## config.mk

```make
export PLATFORM = sky130hd
export DESIGN_NAME = tfp_timer
export DESIGN_NICKNAME = d
export VERILOG_FILES = /design/src/tfp_pkg.sv /design/src/tfp_edge_if.sv /design/src/tfp_pin_sync.sv /design/src/tfp_timer.sv
export SDC_FILE = /design/constraint.sdc
export NUM_CORES = 1
export LEC_CHECK = 0
export ABC_AREA = 1
export ABC_CLOCK_PERIOD_IN_PS = 2200
export CORE_ASPECT_RATIO = 2
export CORE_UTILIZATION = 58
export DETAILED_ROUTE_END_ITERATION = 16
export DONT_BUFFER_PORTS = 1
export PLACE_DENSITY = 0.87
export REMOVE_ABC_BUFFERS = 1
export SYNTH_ARGS = -nofsm -noshare
export SYNTH_HDL_FRONTEND = slang
export SYNTH_SLANG_ARGS = --single-unit
export TNS_END_PERCENT = 10
```

## constraint.sdc

```tcl
create_clock -name clk_sys_i -period 2.2 [get_ports clk_sys_i]
set_input_delay 0.22 -clock clk_sys_i [delete_from_list [all_inputs] [get_ports clk_sys_i]]
set_output_delay 0.22 -clock clk_sys_i [all_outputs]
set_load 0.05 [all_outputs]
```

## src/tfp_pkg.sv

```systemverilog
// Purpose: Shared constants for the timer flags, force and PWM block
// Assumes: 32-bit AXI4-Lite register bus, one register per aligned word
// Notes: Offsets are byte addresses
package tfp_pkg;
	localparam int TFP_ADDR_W = 8;
	// Register byte offsets
	localparam logic [7:0] TFP_OFS_CTRL = 8'h00;
	localparam logic [7:0] TFP_OFS_IEN = 8'h04;
	localparam logic [7:0] TFP_OFS_FLAGS = 8'h08;
	localparam logic [7:0] TFP_OFS_FORCE = 8'h0c;
	localparam logic [7:0] TFP_OFS_DUTY_A = 8'h10;
	localparam logic [7:0] TFP_OFS_DUTY_B = 8'h14;
	localparam logic [7:0] TFP_OFS_PWM_CNT = 8'h18;
	localparam logic [7:0] TFP_OFS_PWM_BUF = 8'h1c;
	localparam logic [7:0] TFP_OFS_SHARED_PRESCALER_VALUE = 8'h20;
	localparam logic [7:0] TFP_OFS_MAIN_CNT = 8'h24;
	localparam logic [7:0] TFP_OFS_CMP1 = 8'h28;
	localparam logic [7:0] TFP_OFS_ACC_CNT = 8'h3c;
	// Control register fields
	localparam int TFP_CTRL_SEL_LSB = 0;
	localparam int TFP_CTRL_ACC_EN = 3;
	localparam int TFP_CTRL_ACC_MODE = 4;
	localparam int TFP_CTRL_ACC_EDGE = 5;
	localparam int TFP_CTRL_SHARED_SEL = 6;
	localparam int TFP_CTRL_ACT_LSB = 8;
	localparam int TFP_CTRL_EDGE_LSB = 16;
	localparam logic [31:0] TFP_CTRL_MASK = 32'h00ffff7f;
	// Event flag positions
	localparam int TFP_FLG_SHARED = 15;
	localparam int TFP_FLG_OC_LSB = 11;
	localparam int TFP_FLG_IC_LSB = 8;
	localparam int TFP_FLG_TOF = 7;
	localparam int TFP_FLG_PAOV = 5;
	localparam int TFP_FLG_PAI = 4;
	localparam logic [15:0] TFP_FLAG_MASK = 16'hffb0;
	// Force and PWM control fields
	localparam int TFP_FOC_LSB = 11;
	localparam int TFP_PW_FORCE_A = 9;
	localparam int TFP_PW_FORCE_B = 8;
	localparam int TFP_PW_CLKOUT = 7;
	localparam int TFP_PW_SEL_LSB = 4;
	localparam int TFP_PW_SLOW_A = 3;
	localparam int TFP_PW_SLOW_B = 2;
	localparam int TFP_PW_LVL_A = 1;
	localparam int TFP_PW_LVL_B = 0;
	localparam logic [15:0] TFP_PWM_CONTROL_MASK = 16'h03ff;
	// PWM field positions in the PWM counter
	localparam int TFP_FAST_LSB = 0;
	localparam int TFP_SLOW_LSB = 7;
	// Reset values
	localparam logic [15:0] TFP_CMP_RST = 16'hffff;
	localparam logic [15:0] TFP_FLAGS_RST = 16'h0000;
	localparam logic [15:0] TFP_BUF_RST = 16'h0000;
	localparam logic [8:0] TFP_SHARED_PRESCALER_VALUE_RST = 9'h000;
	// Prescaler tap bases and the external clock code
	localparam logic [8:0] TFP_MAIN_DIV_BASE = 9'h004;
	localparam logic [8:0] TFP_PWM_DIV_BASE = 9'h002;
	localparam logic [2:0] TFP_SEL_EXT = 3'h7;
	localparam logic [1:0] TFP_OC1_ACTION = 2'h1;
	// AXI responses
	localparam logic [1:0] TFP_RESP_OKAY = 2'h0;
	localparam logic [1:0] TFP_RESP_SLVERR = 2'h2;
endpackage

```

## src/tfp_edge_if.sv

```systemverilog
// Purpose: Carries a synchronised pin level and its edges
// Assumes: Driven by tfp_pin_sync on the system clock
// Notes: Edges are one-cycle pulses
`timescale 1ns/100ps
interface tfp_edge_if;
	logic level;
	logic rise;
	logic fall;
	modport src (output level, output rise, output fall);
	modport dst (input level, input rise, input fall);
endinterface

```

## src/tfp_pin_sync.sv

```systemverilog
// Purpose: Three-stage pin synchroniser with edge detection
// Assumes: Pin is asynchronous to clk_sys_i
// Notes: A change counts once stages two and three agree
`timescale 1ns/100ps
module tfp_pin_sync (
	input wire logic clk_sys_i,
	input wire logic reset_i,
	input wire logic pin_i,
	tfp_edge_if.src edge_o
);
	logic s1_q;
	logic s2_q;
	logic s3_q;
	logic lvl_q;
	logic lvl_d;

	assign lvl_d = (s2_q == s3_q) ? s3_q : lvl_q;
	assign edge_o.level = lvl_q;
	assign edge_o.rise = lvl_d & ~lvl_q;
	assign edge_o.fall = ~lvl_d & lvl_q;

	always_ff @(posedge clk_sys_i) begin
		if (reset_i) begin
			s1_q <= 1'b0;
			s2_q <= 1'b0;
			s3_q <= 1'b0;
			lvl_q <= 1'b0;
		end else begin
			s1_q <= pin_i;
			s2_q <= s1_q;
			s3_q <= s2_q;
			lvl_q <= lvl_d;
		end
	end
endmodule

```

## src/tfp_timer.sv

```systemverilog
// Purpose: Timer prescalers, main counter, event flags, compare force and two-channel PWM
// Assumes: AXI4-Lite slave, 32-bit data, one register per word; single clock
// Notes: Pin inputs pass tfp_pin_sync; event flags clear by writing one
// Functional notes
// - Main counter clock: divide by 4 to 256, or external clock for code 7
// - Interrupt request while any flag and its enable are both set
// - Shared flag: compare 5 match, or selected pin edge in capture mode
// - Compare flags 1 to 4 set when main counter equals compare value
// - Capture flags 1 to 3 set on the configured edge at their pin
// - Main wrap flag sets when counter goes from all ones to zero
// - Accumulator wrap flag sets when 8-bit accumulator goes from 0xff to zero
// - Accumulator input flag: active edge, or end of gated period
// - Writing one to a force bit does the pin action, no flag set
// - Channel A force drives force level, over PWM and clock output
// - Channel B force drives force level instead of PWM waveform
// - Clock output enable puts main counter input clock on channel A
// - PWM counter clock: divide by 2 to 128, or external clock for code 7
// - Channel A period is 256 or 32768 increments by slow/fast select
// - Channel B period is 256 or 32768 increments by slow/fast select
// - Force level zero drives low, one drives high
// - Duty zero is always low, 0x80 half, 0xff high 255/256
// - PWM unit has its own 16-bit free-running counter
// - Read-only duty buffers hold the duty in use, reset to zero
// - Prescaler is 9 bits readable low, upper bits read zero
// - Main counter is a 16-bit free-running time base
// - Action code: 00 none, 01 toggle, 10 clear, 11 set
// - Function select: zero compare 5, one capture 4
//
// Implementation choices: the AXI4-Lite interface to the registers and the address map.
`timescale 1ns/100ps
module tfp_timer import tfp_pkg::*; (
	input wire logic clk_sys_i,
	input wire logic reset_i,
	input wire logic [TFP_ADDR_W-1:0] s_axi_awaddr_i,
	input wire logic s_axi_awvalid_i,
	output logic s_axi_awready_o,
	input wire logic [31:0] s_axi_wdata_i,
	input wire logic [3:0] s_axi_wstrb_i,
	input wire logic s_axi_wvalid_i,
	output logic s_axi_wready_o,
	output logic [1:0] s_axi_bresp_o,
	output logic s_axi_bvalid_o,
	input wire logic s_axi_bready_i,
	input wire logic [TFP_ADDR_W-1:0] s_axi_araddr_i,
	input wire logic s_axi_arvalid_i,
	output logic s_axi_arready_o,
	output logic [31:0] s_axi_rdata_o,
	output logic [1:0] s_axi_rresp_o,
	output logic s_axi_rvalid_o,
	input wire logic s_axi_rready_i,
	input wire logic [2:0] capture_pin_i,
	input wire logic shared_pin_i,
	input wire logic accumulator_input_pin_i,
	input wire logic ext_clock_pin_i,
	output logic [4:0] compare_pin_o,
	output logic shared_pin_oe_o,
	output logic pwm_a_o,
	output logic pwm_b_o,
	output logic irq_o
);
	// Bus state
	logic awready_q, wready_q, bvalid_q, arready_q, rvalid_q;
	logic [1:0] bresp_q, rresp_q;
	logic [31:0] rdata_q, wdata_q;
	logic [7:0] waddr_q;
	logic [3:0] wstrb_q;
	// Block state
	logic [31:0] ctrl_q;
	logic [15:0] ien_q, flags_q, pwm_control_q, cnt_q, pwm_cnt_q;
	logic [7:0] duty_a_q, duty_b_q, acc_q;
	logic [8:0] ps_q;
	logic adv_q, pwm_adv_q, shared_oe_q, pwm_a_q, pwm_b_q, irq_q;
	logic [15:0] cmp_q [5];
	logic [7:0] buf_q [2];
	logic [4:0] oc_q;

	// Pin synchronisers: 0..2 capture, 3 shared, 4 accumulator, 5 external clock
	logic [5:0] pins_w, lvl_w, rise_w, fall_w;
	tfp_edge_if eif [6] ();
	assign pins_w = {ext_clock_pin_i, accumulator_input_pin_i, shared_pin_i, capture_pin_i};
	for (genvar g = 0; g < 6; g++) begin : g_sync
		tfp_pin_sync u_sync (
			.clk_sys_i(clk_sys_i),
			.reset_i(reset_i),
			.pin_i(pins_w[g]),
			.edge_o(eif[g])
		);
		assign lvl_w[g] = eif[g].level;
		assign rise_w[g] = eif[g].rise;
		assign fall_w[g] = eif[g].fall;
	end

	// Write decode
	logic wr_fire_w, wr_ctrl_w, wr_ien_w, wr_flags_w, wr_force_w, wr_duty_a_w, wr_duty_b_w, wr_hit_w;
	logic [31:0] wmask_w, wval_w;
	logic [4:0] wr_cmp_w;
	assign wr_fire_w = ~awready_q & ~wready_q & ~bvalid_q;
	assign wmask_w = {{8{wstrb_q[3]}}, {8{wstrb_q[2]}}, {8{wstrb_q[1]}}, {8{wstrb_q[0]}}};
	assign wval_w = wdata_q & wmask_w;
	assign wr_ctrl_w = wr_fire_w & (waddr_q == TFP_OFS_CTRL);
	assign wr_ien_w = wr_fire_w & (waddr_q == TFP_OFS_IEN);
	assign wr_flags_w = wr_fire_w & (waddr_q == TFP_OFS_FLAGS);
	assign wr_force_w = wr_fire_w & (waddr_q == TFP_OFS_FORCE);
	assign wr_duty_a_w = wr_fire_w & (waddr_q == TFP_OFS_DUTY_A);
	assign wr_duty_b_w = wr_fire_w & (waddr_q == TFP_OFS_DUTY_B);
	for (genvar c = 0; c < 5; c++) begin : g_cmp_dec
		assign wr_cmp_w[c] = wr_fire_w & (waddr_q == 8'(TFP_OFS_CMP1 + 8'(4 * c)));
	end
	// Read-only registers accept writes silently
	assign wr_hit_w = (waddr_q <= TFP_OFS_ACC_CNT) & (waddr_q[1:0] == 2'h0);

	// Prescaler taps
	logic [2:0] main_sel_w, pwm_sel_w;
	logic [8:0] main_mask_w, pwm_mask_w;
	logic main_tick_w, pwm_tick_w, main_clk_lvl_w;
	assign main_sel_w = ctrl_q[TFP_CTRL_SEL_LSB +: 3];
	assign pwm_sel_w = pwm_control_q[TFP_PW_SEL_LSB +: 3];
	assign main_mask_w = 9'((TFP_MAIN_DIV_BASE << main_sel_w) - 9'h001);
	assign pwm_mask_w = 9'((TFP_PWM_DIV_BASE << pwm_sel_w) - 9'h001);
	assign main_tick_w = (main_sel_w == TFP_SEL_EXT) ? rise_w[5] : &(ps_q | ~main_mask_w);
	assign pwm_tick_w = (pwm_sel_w == TFP_SEL_EXT) ? rise_w[5] : &(ps_q | ~pwm_mask_w);
	assign main_clk_lvl_w = (main_sel_w == TFP_SEL_EXT) ? lvl_w[5] : ps_q[{1'b0, main_sel_w} + 4'h1];

	// Compare matches and capture edges
	logic shared_sel_w;
	logic [4:0] match_w, foc_w, oc_d;
	logic [3:0] cap_w;
	assign shared_sel_w = ctrl_q[TFP_CTRL_SHARED_SEL];
	assign foc_w = wr_force_w ? wval_w[TFP_FOC_LSB +: 5] : 5'h00;
	for (genvar c = 0; c < 5; c++) begin : g_oc
		logic [1:0] act_w;
		logic fire_w;
		if (c == 0) begin : g_first
			assign act_w = TFP_OC1_ACTION;
		end else begin : g_rest
			assign act_w = ctrl_q[TFP_CTRL_ACT_LSB + 2 * (c - 1) +: 2];
		end
		assign match_w[c] = adv_q & (cnt_q == cmp_q[c]) & ((c != 4) | ~shared_sel_w);
		assign fire_w = match_w[c] | foc_w[c];
		assign oc_d[c] = ~fire_w ? oc_q[c] :
			(act_w == 2'h1) ? ~oc_q[c] :
			(act_w == 2'h2) ? 1'b0 :
			(act_w == 2'h3) ? 1'b1 : oc_q[c];
	end
	for (genvar c = 0; c < 4; c++) begin : g_ic
		logic [1:0] ec_w;
		assign ec_w = ctrl_q[TFP_CTRL_EDGE_LSB + 2 * c +: 2];
		assign cap_w[c] = (ec_w[0] & rise_w[c]) | (ec_w[1] & fall_w[c]);
	end

	// Pulse accumulator
	logic acc_en_w, acc_mode_w, acc_edge_w, acc_ev_w, acc_gate_w, acc_inc_w;
	assign acc_en_w = ctrl_q[TFP_CTRL_ACC_EN];
	assign acc_mode_w = ctrl_q[TFP_CTRL_ACC_MODE];
	assign acc_edge_w = ctrl_q[TFP_CTRL_ACC_EDGE];
	// Active edge in counting mode is also the closing edge of a gated period
	assign acc_ev_w = acc_en_w & (acc_edge_w ? rise_w[4] : fall_w[4]);
	assign acc_gate_w = lvl_w[4] ^ acc_edge_w;
	assign acc_inc_w = acc_en_w & (acc_mode_w ? (acc_gate_w & main_tick_w) : acc_ev_w);

	// Event flags
	logic [15:0] set_w, clr_w, flags_d;
	assign set_w[TFP_FLG_SHARED] = shared_sel_w ? cap_w[3] : match_w[4];
	assign set_w[TFP_FLG_OC_LSB +: 4] = match_w[3:0];
	assign set_w[TFP_FLG_IC_LSB +: 3] = cap_w[2:0];
	assign set_w[TFP_FLG_TOF] = main_tick_w & (cnt_q == 16'hffff);
	assign set_w[6] = 1'b0;
	assign set_w[TFP_FLG_PAOV] = acc_inc_w & (acc_q == 8'hff);
	assign set_w[TFP_FLG_PAI] = acc_ev_w;
	assign set_w[3:0] = 4'h0;
	assign clr_w = wr_flags_w ? wval_w[15:0] : 16'h0000;
	// A set in the clearing cycle wins
	assign flags_d = ((flags_q & ~clr_w) | set_w) & TFP_FLAG_MASK;

	// PWM channels, index 0 is A
	logic [1:0] slow_w, start_w, wave_w;
	logic [7:0] duty_w [2];
	assign slow_w = {pwm_control_q[TFP_PW_SLOW_B], pwm_control_q[TFP_PW_SLOW_A]};
	assign duty_w[0] = duty_a_q;
	assign duty_w[1] = duty_b_q;
	for (genvar p = 0; p < 2; p++) begin : g_pwm
		logic [7:0] field_w;
		logic [7:0] eff_w;
		// Slow period uses bits 14:7, fast period bits 7:0
		assign field_w = slow_w[p] ? pwm_cnt_q[TFP_SLOW_LSB +: 8] : pwm_cnt_q[TFP_FAST_LSB +: 8];
		assign start_w[p] = pwm_adv_q & (slow_w[p] ? (pwm_cnt_q[14:0] == 15'h0000) : (field_w == 8'h00));
		assign eff_w = start_w[p] ? duty_w[p] : buf_q[p];
		assign wave_w[p] = field_w < eff_w;
		always_ff @(posedge clk_sys_i) begin
			if (reset_i) begin
				buf_q[p] <= TFP_BUF_RST[7:0];
			end else if (start_w[p]) begin
				buf_q[p] <= duty_w[p];
			end
		end
	end

	logic pwm_a_d, pwm_b_d;
	assign pwm_a_d = pwm_control_q[TFP_PW_FORCE_A] ? pwm_control_q[TFP_PW_LVL_A] :
		pwm_control_q[TFP_PW_CLKOUT] ? main_clk_lvl_w : wave_w[0];
	assign pwm_b_d = pwm_control_q[TFP_PW_FORCE_B] ? pwm_control_q[TFP_PW_LVL_B] : wave_w[1];

	// Read mux
	logic [7:0] raddr_w;
	logic [31:0] rmux_w;
	logic rhit_w;
	logic [2:0] cidx_w;
	assign raddr_w = s_axi_araddr_i;
	assign cidx_w = 3'((raddr_w - TFP_OFS_CMP1) >> 2);
	assign rhit_w = (raddr_w <= TFP_OFS_ACC_CNT) & (raddr_w[1:0] == 2'h0);
	assign rmux_w = (raddr_w == TFP_OFS_CTRL) ? ctrl_q :
		(raddr_w == TFP_OFS_IEN) ? {16'h0000, ien_q} :
		(raddr_w == TFP_OFS_FLAGS) ? {16'h0000, flags_q} :
		(raddr_w == TFP_OFS_FORCE) ? {16'h0000, pwm_control_q} :
		(raddr_w == TFP_OFS_DUTY_A) ? {24'h000000, duty_a_q} :
		(raddr_w == TFP_OFS_DUTY_B) ? {24'h000000, duty_b_q} :
		(raddr_w == TFP_OFS_PWM_CNT) ? {16'h0000, pwm_cnt_q} :
		(raddr_w == TFP_OFS_PWM_BUF) ? {16'h0000, buf_q[0], buf_q[1]} :
		(raddr_w == TFP_OFS_SHARED_PRESCALER_VALUE) ? {23'h000000, ps_q} :
		(raddr_w == TFP_OFS_MAIN_CNT) ? {16'h0000, cnt_q} :
		(raddr_w == TFP_OFS_ACC_CNT) ? {24'h000000, acc_q} :
		(rhit_w && raddr_w >= TFP_OFS_CMP1) ? {16'h0000, cmp_q[cidx_w]} : 32'h00000000;

	// AXI4-Lite handshakes
	always_ff @(posedge clk_sys_i) begin
		if (reset_i) begin
			awready_q <= 1'b1;
			wready_q <= 1'b1;
			bvalid_q <= 1'b0;
			bresp_q <= TFP_RESP_OKAY;
			waddr_q <= 8'h00;
			wdata_q <= 32'h00000000;
			wstrb_q <= 4'h0;
		end else begin
			if (s_axi_awvalid_i && awready_q) begin
				awready_q <= 1'b0;
				waddr_q <= s_axi_awaddr_i;
			end
			if (s_axi_wvalid_i && wready_q) begin
				wready_q <= 1'b0;
				wdata_q <= s_axi_wdata_i;
				wstrb_q <= s_axi_wstrb_i;
			end
			if (wr_fire_w) begin
				bvalid_q <= 1'b1;
				bresp_q <= wr_hit_w ? TFP_RESP_OKAY : TFP_RESP_SLVERR;
			end
			if (bvalid_q && s_axi_bready_i) begin
				bvalid_q <= 1'b0;
				awready_q <= 1'b1;
				wready_q <= 1'b1;
			end
		end
	end

	always_ff @(posedge clk_sys_i) begin
		if (reset_i) begin
			arready_q <= 1'b1;
			rvalid_q <= 1'b0;
			rresp_q <= TFP_RESP_OKAY;
			rdata_q <= 32'h00000000;
		end else if (s_axi_arvalid_i && arready_q) begin
			arready_q <= 1'b0;
			rvalid_q <= 1'b1;
			rdata_q <= rmux_w;
			rresp_q <= rhit_w ? TFP_RESP_OKAY : TFP_RESP_SLVERR;
		end else if (rvalid_q && s_axi_rready_i) begin
			rvalid_q <= 1'b0;
			arready_q <= 1'b1;
		end
	end

	// Software-written registers
	always_ff @(posedge clk_sys_i) begin
		if (reset_i) begin
			ctrl_q <= 32'h00000000;
			ien_q <= 16'h0000;
			pwm_control_q <= 16'h0000;
			duty_a_q <= 8'h00;
			duty_b_q <= 8'h00;
		end else begin
			if (wr_ctrl_w) begin
				ctrl_q <= ((ctrl_q & ~wmask_w) | wval_w) & TFP_CTRL_MASK;
			end
			if (wr_ien_w) begin
				ien_q <= ((ien_q & ~wmask_w[15:0]) | wval_w[15:0]) & TFP_FLAG_MASK;
			end
			if (wr_force_w) begin
				pwm_control_q <= ((pwm_control_q & ~wmask_w[15:0]) | wval_w[15:0]) & TFP_PWM_CONTROL_MASK;
			end
			if (wr_duty_a_w && wstrb_q[0]) begin
				duty_a_q <= wdata_q[7:0];
			end
			if (wr_duty_b_w && wstrb_q[0]) begin
				duty_b_q <= wdata_q[7:0];
			end
		end
	end

	for (genvar c = 0; c < 5; c++) begin : g_cmp_reg
		always_ff @(posedge clk_sys_i) begin
			if (reset_i) begin
				cmp_q[c] <= TFP_CMP_RST;
			end else if (wr_cmp_w[c]) begin
				cmp_q[c] <= (cmp_q[c] & ~wmask_w[15:0]) | wval_w[15:0];
			end
		end
	end

	// Counters
	always_ff @(posedge clk_sys_i) begin
		if (reset_i) begin
			ps_q <= TFP_SHARED_PRESCALER_VALUE_RST;
			cnt_q <= 16'h0000;
			adv_q <= 1'b0;
			acc_q <= 8'h00;
			pwm_cnt_q <= 16'h0000;
			pwm_adv_q <= 1'b0;
		end else begin
			ps_q <= ps_q + 9'h001;
			adv_q <= main_tick_w;
			pwm_adv_q <= pwm_tick_w;
			if (main_tick_w) begin
				cnt_q <= cnt_q + 16'h0001;
			end
			if (acc_inc_w) begin
				acc_q <= acc_q + 8'h01;
			end
			if (pwm_tick_w) begin
				pwm_cnt_q <= pwm_cnt_q + 16'h0001;
			end
		end
	end

	// Flags, pins and interrupt request
	always_ff @(posedge clk_sys_i) begin
		if (reset_i) begin
			flags_q <= TFP_FLAGS_RST;
			oc_q <= 5'h00;
			shared_oe_q <= 1'b0;
			pwm_a_q <= 1'b0;
			pwm_b_q <= 1'b0;
			irq_q <= 1'b0;
		end else begin
			flags_q <= flags_d;
			oc_q <= oc_d;
			shared_oe_q <= ~shared_sel_w;
			pwm_a_q <= pwm_a_d;
			pwm_b_q <= pwm_b_d;
			irq_q <= |(flags_d & ien_q);
		end
	end

	assign s_axi_awready_o = awready_q;
	assign s_axi_wready_o = wready_q;
	assign s_axi_bvalid_o = bvalid_q;
	assign s_axi_bresp_o = bresp_q;
	assign s_axi_arready_o = arready_q;
	assign s_axi_rvalid_o = rvalid_q;
	assign s_axi_rresp_o = rresp_q;
	assign s_axi_rdata_o = rdata_q;
	assign compare_pin_o = oc_q;
	assign shared_pin_oe_o = shared_oe_q;
	assign pwm_a_o = pwm_a_q;
	assign pwm_b_o = pwm_b_q;
	assign irq_o = irq_q;
endmodule

```

==> metrics.txt, run 1 <==
placed cell area 18,200 µm²; filler instances 2,124; register area share after synthesis 0.440; Crit Path Max Fanout 3; register area 7340 µm²; Fin. Hold Viols 1; largest area contributor in the netlist dfxtp_1; Root Driver clkbuf_16; Pre-Repair DR Iteration Count 6; Syn. warnings 0; DIE AREA 29,400 µm²; placed cells 2,716; worst-margin pin slew 992 ps; final setup margin -135 ps; Die W 122 µm; Synth area leaders dfxtp_1, edfxtp_1, nand2_1; DRT Wirelength 66.1 mm; post-layout instance area 20,900 µm²; period utilisation layout 1.06; CP Launch Point pwm_cnt_q[0]$_SDFFE_PP0P_; unrepaired setup endpoints after global routing true; GRT Residual Overflow 0; Top Layer Used met4; antenna diode count 0; Rows 87; CP arrival 2860 ps; Max clock buf depth 3; Worst Hold Class in -> reg; via/cell ratio 6.30; H-Tree Depth 1; post-synth top area share 0.266; startpoint types register; Area Overhead vs Synth 25.5%; Initial Utilization 0.589; Synth top cells by count nand2_1, inv_1, dfxtp_1; core footprint 28,200 µm²; Final Non-Filler Cells 2,888; Final Core Density 0.740; Netlist cell types 51; largest net degree at the start of global routing 112; share of cells above drive strength 1 0.168; total number of vias 18,203; routability congestion estimate 1.00; first-pass GRT wire length 98.6 mm; 1st-iter DRT viols 2,146; area of the multi-input gates 8150 µm²; DR WL met2 31.8 mm; Buffers on Ports 0; Max-Cap Viols 0; Main synth FF type dfxtp_1; TritonCTS Buffers 29; Max Slew Vio Count 0; number of global-route vias before repair 18,065; Worst Clk Skew 18.5 ps; required time worst endpoint 2720 ps; fmax 428 MHz; CP Capture Type register; Worst slew margin 0.338; worst reg-to-reg setup slack -130 ps; HP Start reset_i; Hold Slack -3.30 ps; total track usage 0.449; I/O pins 115; Setup-failing EPs final 3; origin of the critical flop-to-flop path pwm_cnt_q[0]$_SDFFE_PP0P_; initial antenna violation count 0; pwr dens 628 nW/µm²; run status finished, violations left; crit path cell chain inv_2 -> ha_1 -> nand3_1 -> nor2_2 -> buf_4 -> nand3_2 -> nand2_2 -> buf_4 -> buf_4 -> buf_4 -> buf_4 -> buf_4 -> nand3_2 -> nand3_1 -> nand2_1 -> nand2_1 -> nand2_1 -> nand2_1 -> nand2_1 -> nand2_1 -> a21oi_1; CTS tree yes; Crit-path slowest cell dfxtp_2; failing checks hold timing, setup timing; slowest stage delay, CP 340 ps; Nets 2,600; pre-CTS WS -226 ps; Pleak 8.76 nW; Post-route DRC 0; Synth Register Bits 317; Period minus WS final 2330 ps; Routed Antenna Nets 0; Post-synth EDFFs 96; CP Buf/Inv Count 7; wire per inst 22.9 µm; routed length on met1 19.9 mm; VDD IR max 0.000769 V; hpwl dp 45.5 mm; Post-synth ARST share 0; most numerous cell in the Yosys netlist nand2_1; Clock Sinks 317; clock-pin slew on the worst setup and hold paths 70 ps; met3 routed WL 6.01 mm; critical path class reg -> reg; Die Span Y 241 µm; Mapped Cells 2,250; Skew-Pair Late Insertion Delay 600 ps; CP delay by family, top simple AND/OR/NAND/NOR gates; Post-Syn Area per Cell 7.39 µm²; Mapped Area 16,600 µm²
[final timing paths]
kind | endpoint | cells after the start
hold / removal | s_axi_rdata_o[15]$_SDFFE_PP0P_ | 2
setup reg to reg | pwm_b_o$_SDFF_PP0_ | 21
hold reg to reg | pwm_cnt_q[15]$_SDFFE_PP0P_ | 2
setup / recovery | pwm_b_o$_SDFF_PP0_ | 21
[per-layer routing]
metal / global-route usage / up-vias
li1: - / 8057
met1: 0.439 / 8355
met2: 0.754 / 1262
met3: 0.0958 / 529
met4: 0.472 / 0
met5: 0 / -
[per-stage QoR]
stage                     total power (W)  setup TNS, ps
final                              0.0131           -205
after detailed placement          0.00746           -931
after global placement            0.00743           -329
after global routing               0.0134          -1400
after CTS                          0.0129          -5.27
after floorplan                   0.00701         -50950
[logic make-up (layout without fill, tap and decap cells)]
kind of cell / after synthesis / count (layout) / synth area share
AO/OA/AOI/OAI: 574 / 574 / 0.197
XOR/XNOR: 35 / 35 / 0.0184
adder cells (fa/ha/maj): 25 / 25 / 0.0188
buffers and inverters: 386 / 658 / 0.0936
flip-flops: 317 / 317 / 0.440
other: 1 / 10 / 0.000226
AND/OR/NAND/NOR: 912 / 913 / 0.232
[final cells by class]
type | count | share of cell area
clock buffer | 41 | 0.0424
clock inverter | 12 | 0.00612
inverter | 284 | 0.0527
multi-input combinational | 1557 | 0.391
sequential | 317 | 0.352
tap | 356 | 0.0214
timing repair buffer | 321 | 0.135
[timing repair]
item | 4_1_cts | 5_1_grt
pin swaps | 5 | 40
endpoints found under the hold margin | 145 | 50
endpoints found under the setup margin | 12 | 66
buffers inserted | 6 | 12
gates cloned | 0 | 2
hold buffers | 98 | 1
resized for setup | 32 | 131
[where the power goes]
group	total [W]	internal [W]	switching (W)
Combinational	0.00126	0.000431	0.000834
Sequential	0.00635	0.00613	0.000219
Clock	0.00549	0.00305	0.00244
[layout by cell type, fill, tap and decap left out, types with 12 or more instances in the layout]
| cell | instances |
|---|---|
| inv_2 | 19 |
| nand2_2 | 27 |
| buf_4 | 206 |
| dfxtp_1 | 203 |
| edfxtp_1 | 96 |
| dfxtp_2 | 12 |
| dlygate4sd3_1 | 98 |
| nand2_1 | 450 |
| xnor2_1 | 15 |
| inv_1 | 251 |
| nor2_1 | 200 |
| o21ai_1 | 16 |
| nand3_1 | 77 |
| o211ai_1 | 79 |
| nand4_1 | 22 |
| a21oi_1 | 196 |
| nor3_1 | 79 |
| o22ai_1 | 33 |
| ha_1 | 18 |
| clkbuf_16 | 32 |
| nor2_2 | 17 |
| a22oi_1 | 13 |
| a211oi_1 | 16 |
| o21ai_0 | 171 |
| xor2_1 | 18 |
[worst reg2reg max path: stages, from the launching register on]
cell and delay (ps):
dfxtp_2 340, inv_2 40, ha_1 180, nand3_1 90, nor2_2 50, buf_4 130, nand3_2 90, nand2_2 90
buf_4 140, buf_4 120, buf_4 120, buf_4 120, buf_4 130, nand3_2 80, nand3_1 90, nand2_1 90
nand2_1 50, nand2_1 50, nand2_1 60, nand2_1 60, nand2_1 40, a21oi_1 120
No activity file was read; power rests on OpenSTA's default activity.
==> run 2, diff against run 1 <==
Settings changed: PLACE_DENSITY 0.87 to 0.76.
==> run 2 against run 1 <==
  * Sequential share of layout area is 0.26 points lower
  * Clock power is 4.0% lower
  * Largest power group unchanged
  * Clock skew is 8.9 ps lower
  * Fmax is 2.5% lower
  * Utilization is 0.55 points higher
  * The flow still finishes with violations (hold timing, setup timing)
  * Sequential power hardly changed
  * Critical path depth stayed put
==> metrics.txt, run 2 (synthesized netlist as in run 1, its figures left out) <==
Setup-failing EPs final 7 (was 3); I/O pins 115 (unchanged); Final Non-Filler Cells 2,917 (was 2,888); power share of the combinational group 0.098 (was 0.097); routability congestion estimate 1.07 (was 1.00); sw power 0.00344 W (was 0.00349 W); Max clock buf depth 3 (unchanged); CP arrival 2910 ps (was 2860 ps); Global Route met2 Usage 0.803 (was 0.754); Max Slew Vio Count 0 (unchanged); Max-Cap Viols 0 (unchanged); TritonCTS Buffers 29 (unchanged); core footprint 28,200 µm² (unchanged); Die W 122 µm (unchanged); hold_buf cts 94 (was 98); Fin. Hold Viols 52 (was 1); run status finished, violations left (unchanged); Seq pwr share 0.493 (was 0.485); CTS tree yes (unchanged); Crit-path slowest cell dfxtp_1 (was dfxtp_2); Final Core Density 0.745 (was 0.740); Period minus WS final 2390 ps (was 2330 ps); startpoint types register (unchanged); Post-route DRC 0 (unchanged); slowest stage delay, CP 340 ps (about the same); commonest non-fill, non-tap cells in the layout nand2_1, inv_1, buf_4 (unchanged); critical path class reg -> reg (unchanged); pre-CTS WS -333 ps (was -226 ps); Worst Hold Class in -> reg (unchanged); final setup margin -194 ps (was -135 ps); clock-pin slew on the worst setup and hold paths 70 ps (about the same); Clock Sinks 317 (unchanged); unrepaired setup endpoints after global routing true (unchanged); internal power consumption 0.00945 W (was 0.00961 W); H-Tree Depth 1 (unchanged); Skew-Pair Late Insertion Delay 580 ps (was 600 ps); placed cells 2,743 (was 2,716); Hold Slack -299 ps (was -3.30 ps); wire per inst 22.9 µm (about the same); Root Driver clkbuf_16 (unchanged); GR Util met3 0.0927 (was 0.0958); Worst slew margin 0.431 (was 0.338); number of global-route vias before repair 17,584 (was 18,065); DRT Wirelength 66.9 mm (was 66.1 mm); Pleak 8.87 nW (was 8.76 nW); Nets 2,628 (was 2,600); worst-margin pin slew 851 ps (was 992 ps); hpwl dp 47.1 mm (was 45.5 mm); crit path cell chain buf_4 -> nand2_1 -> nand3_1 -> nor2_1 -> nand2_1 -> nand2_4 -> buf_4 -> buf_4 -> buf_4 -> buf_4 -> buf_4 -> buf_4 -> nand3_2 -> nand3_2 -> nand2_1 -> nand2_1 -> nand2_1 -> nand2_1 -> nand2_1 -> nand2_1 -> a21oi_2 (was inv_2 -> ha_1 -> nand3_1 -> nor2_2 -> buf_4 -> nand3_2 -> nand2_2 -> buf_4 -> buf_4 -> buf_4 -> buf_4 -> buf_4 -> nand3_2 -> nand3_1 -> nand2_1 -> nand2_1 -> nand2_1 -> nand2_1 -> nand2_1 -> nand2_1 -> a21oi_1); Sw Ratio 0.267 (was 0.266); pwr dens 613 nW/µm² (was 628 nW/µm²); period utilisation layout 1.09 (was 1.06); DIE AREA 29,400 µm² (unchanged); Top Usage Layer GRT met2 (unchanged); 1st-iter DRT viols 1,700 (was 2,146); Buffers on Ports 0 (unchanged); Crit Path Max Fanout 9 (was 3); met1 usage 0.427 (was 0.439); VDD IR max 0.000775 V (was 0.000769 V); antenna diode count 0 (unchanged); fmax 418 MHz (was 428 MHz); first-pass GRT wire length 98.4 mm (was 98.6 mm); Rows 87 (unchanged); commonest non-fill, non-tap cell in the layout nand2_1 (unchanged); setup_tns -542 ps (was -205 ps); failing checks hold timing, setup timing (unchanged); crit-path most repeated cell nand2_1; via/cell ratio 6.16 (was 6.30); Clock Power Share 0.409 (was 0.419); initial antenna violation count 0 (unchanged); Worst Clk Skew 9.57 ps (was 18.5 ps); Routed Antenna Nets 0 (unchanged); filler instances 2,192 (was 2,124); share of cells above drive strength 1 0.178 (was 0.168); total number of vias 17,969 (was 18,203); required time worst endpoint 2720 ps (about the same); Die Span Y 241 µm (unchanged); worst reg-to-reg setup slack -190 ps (was -130 ps); total track usage 0.455 (was 0.449); Pre-Repair DR Iteration Count 6 (unchanged); largest net degree at the start of global routing 112 (unchanged); GRT Residual Overflow 0 (unchanged); Initial Utilization 0.589 (unchanged); Area Overhead vs Synth 26.4% (was 25.5%); CP Capture Type register (unchanged)
## run 2: final cells by class
class / count / area (µm²) / share of cell area
clock buffers: 38 / 853 / 0.0406
repair buffers: 350 / 3050 / 0.145
multi-input cells: 1556 / 8120 / 0.386
flip-flops and latches: 317 / 7340 / 0.350
well taps: 356 / 445 / 0.0212
inverters: 284 / 1090 / 0.0518
clock inverters: 16 / 113 / 0.00536
## run 2: worst max-delay path, delay by kind of cell (launching register included)
kind / cells / cell delay, ps
flops: 1 / 340
compound gates: 1 / 120
buf+inv: 7 / 930
simple gates: 13 / 930
## run 2: final timing paths
path | endpoint | startpoint | cells after the start
worst max-delay path | pwm_b_o$_SDFF_PP0_ | register | 21
worst min-delay path | pwm_b_o$_SDFF_PP0_ | reset_i | 1
worst max register to register | pwm_b_o$_SDFF_PP0_ | register | 21
worst min register to register | pwm_cnt_q[15]$_SDFFE_PP0P_ | pwm_cnt_q[15]$_SDFFE_PP0P_ | 2
## run 2: what timing repair did
item / 4_1_cts / 5_1_grt
endpoints found under the hold margin: 145 / 57
buffers inserted: 11 / 14
resized for setup: 43 / 112
pin swaps: 8 / 40
gates cloned: 0 / 1
endpoints found under the setup margin: 22 / 67
## run 2: routing by layer
layer  vias up  part of all wire
met5         -                 0
met4         0              0.11
met3       431             0.073
met2      1019              0.50
met1      8393              0.31
li1       8126                 -
## run 2: power groups by stage
stage          Clock, W  Sequential (W)  Combinational [W]
6_report        0.00527         0.00635            0.00126
5_1_grt         0.00548         0.00636            0.00134
4_1_cts         0.00523         0.00635            0.00116
3_5_place_dp          0         0.00647            0.00102
3_3_place_gp          0         0.00647           0.000994
2_1_floorplan         0         0.00648           0.000531
## run 2: metrics by stage
stage | hold slack [ps] | power, W | cell area [µm²]
3_5_place_dp | 305 | 0.00749 | 18500
4_1_cts | -288 | 0.0127 | 20500
5_1_grt | -305 | 0.0132 | 21000
6_report | -299 | 0.0129 | 21000
3_3_place_gp | 303 | 0.00747 | 18500
2_1_floorplan | 287 | 0.00701 | 16200
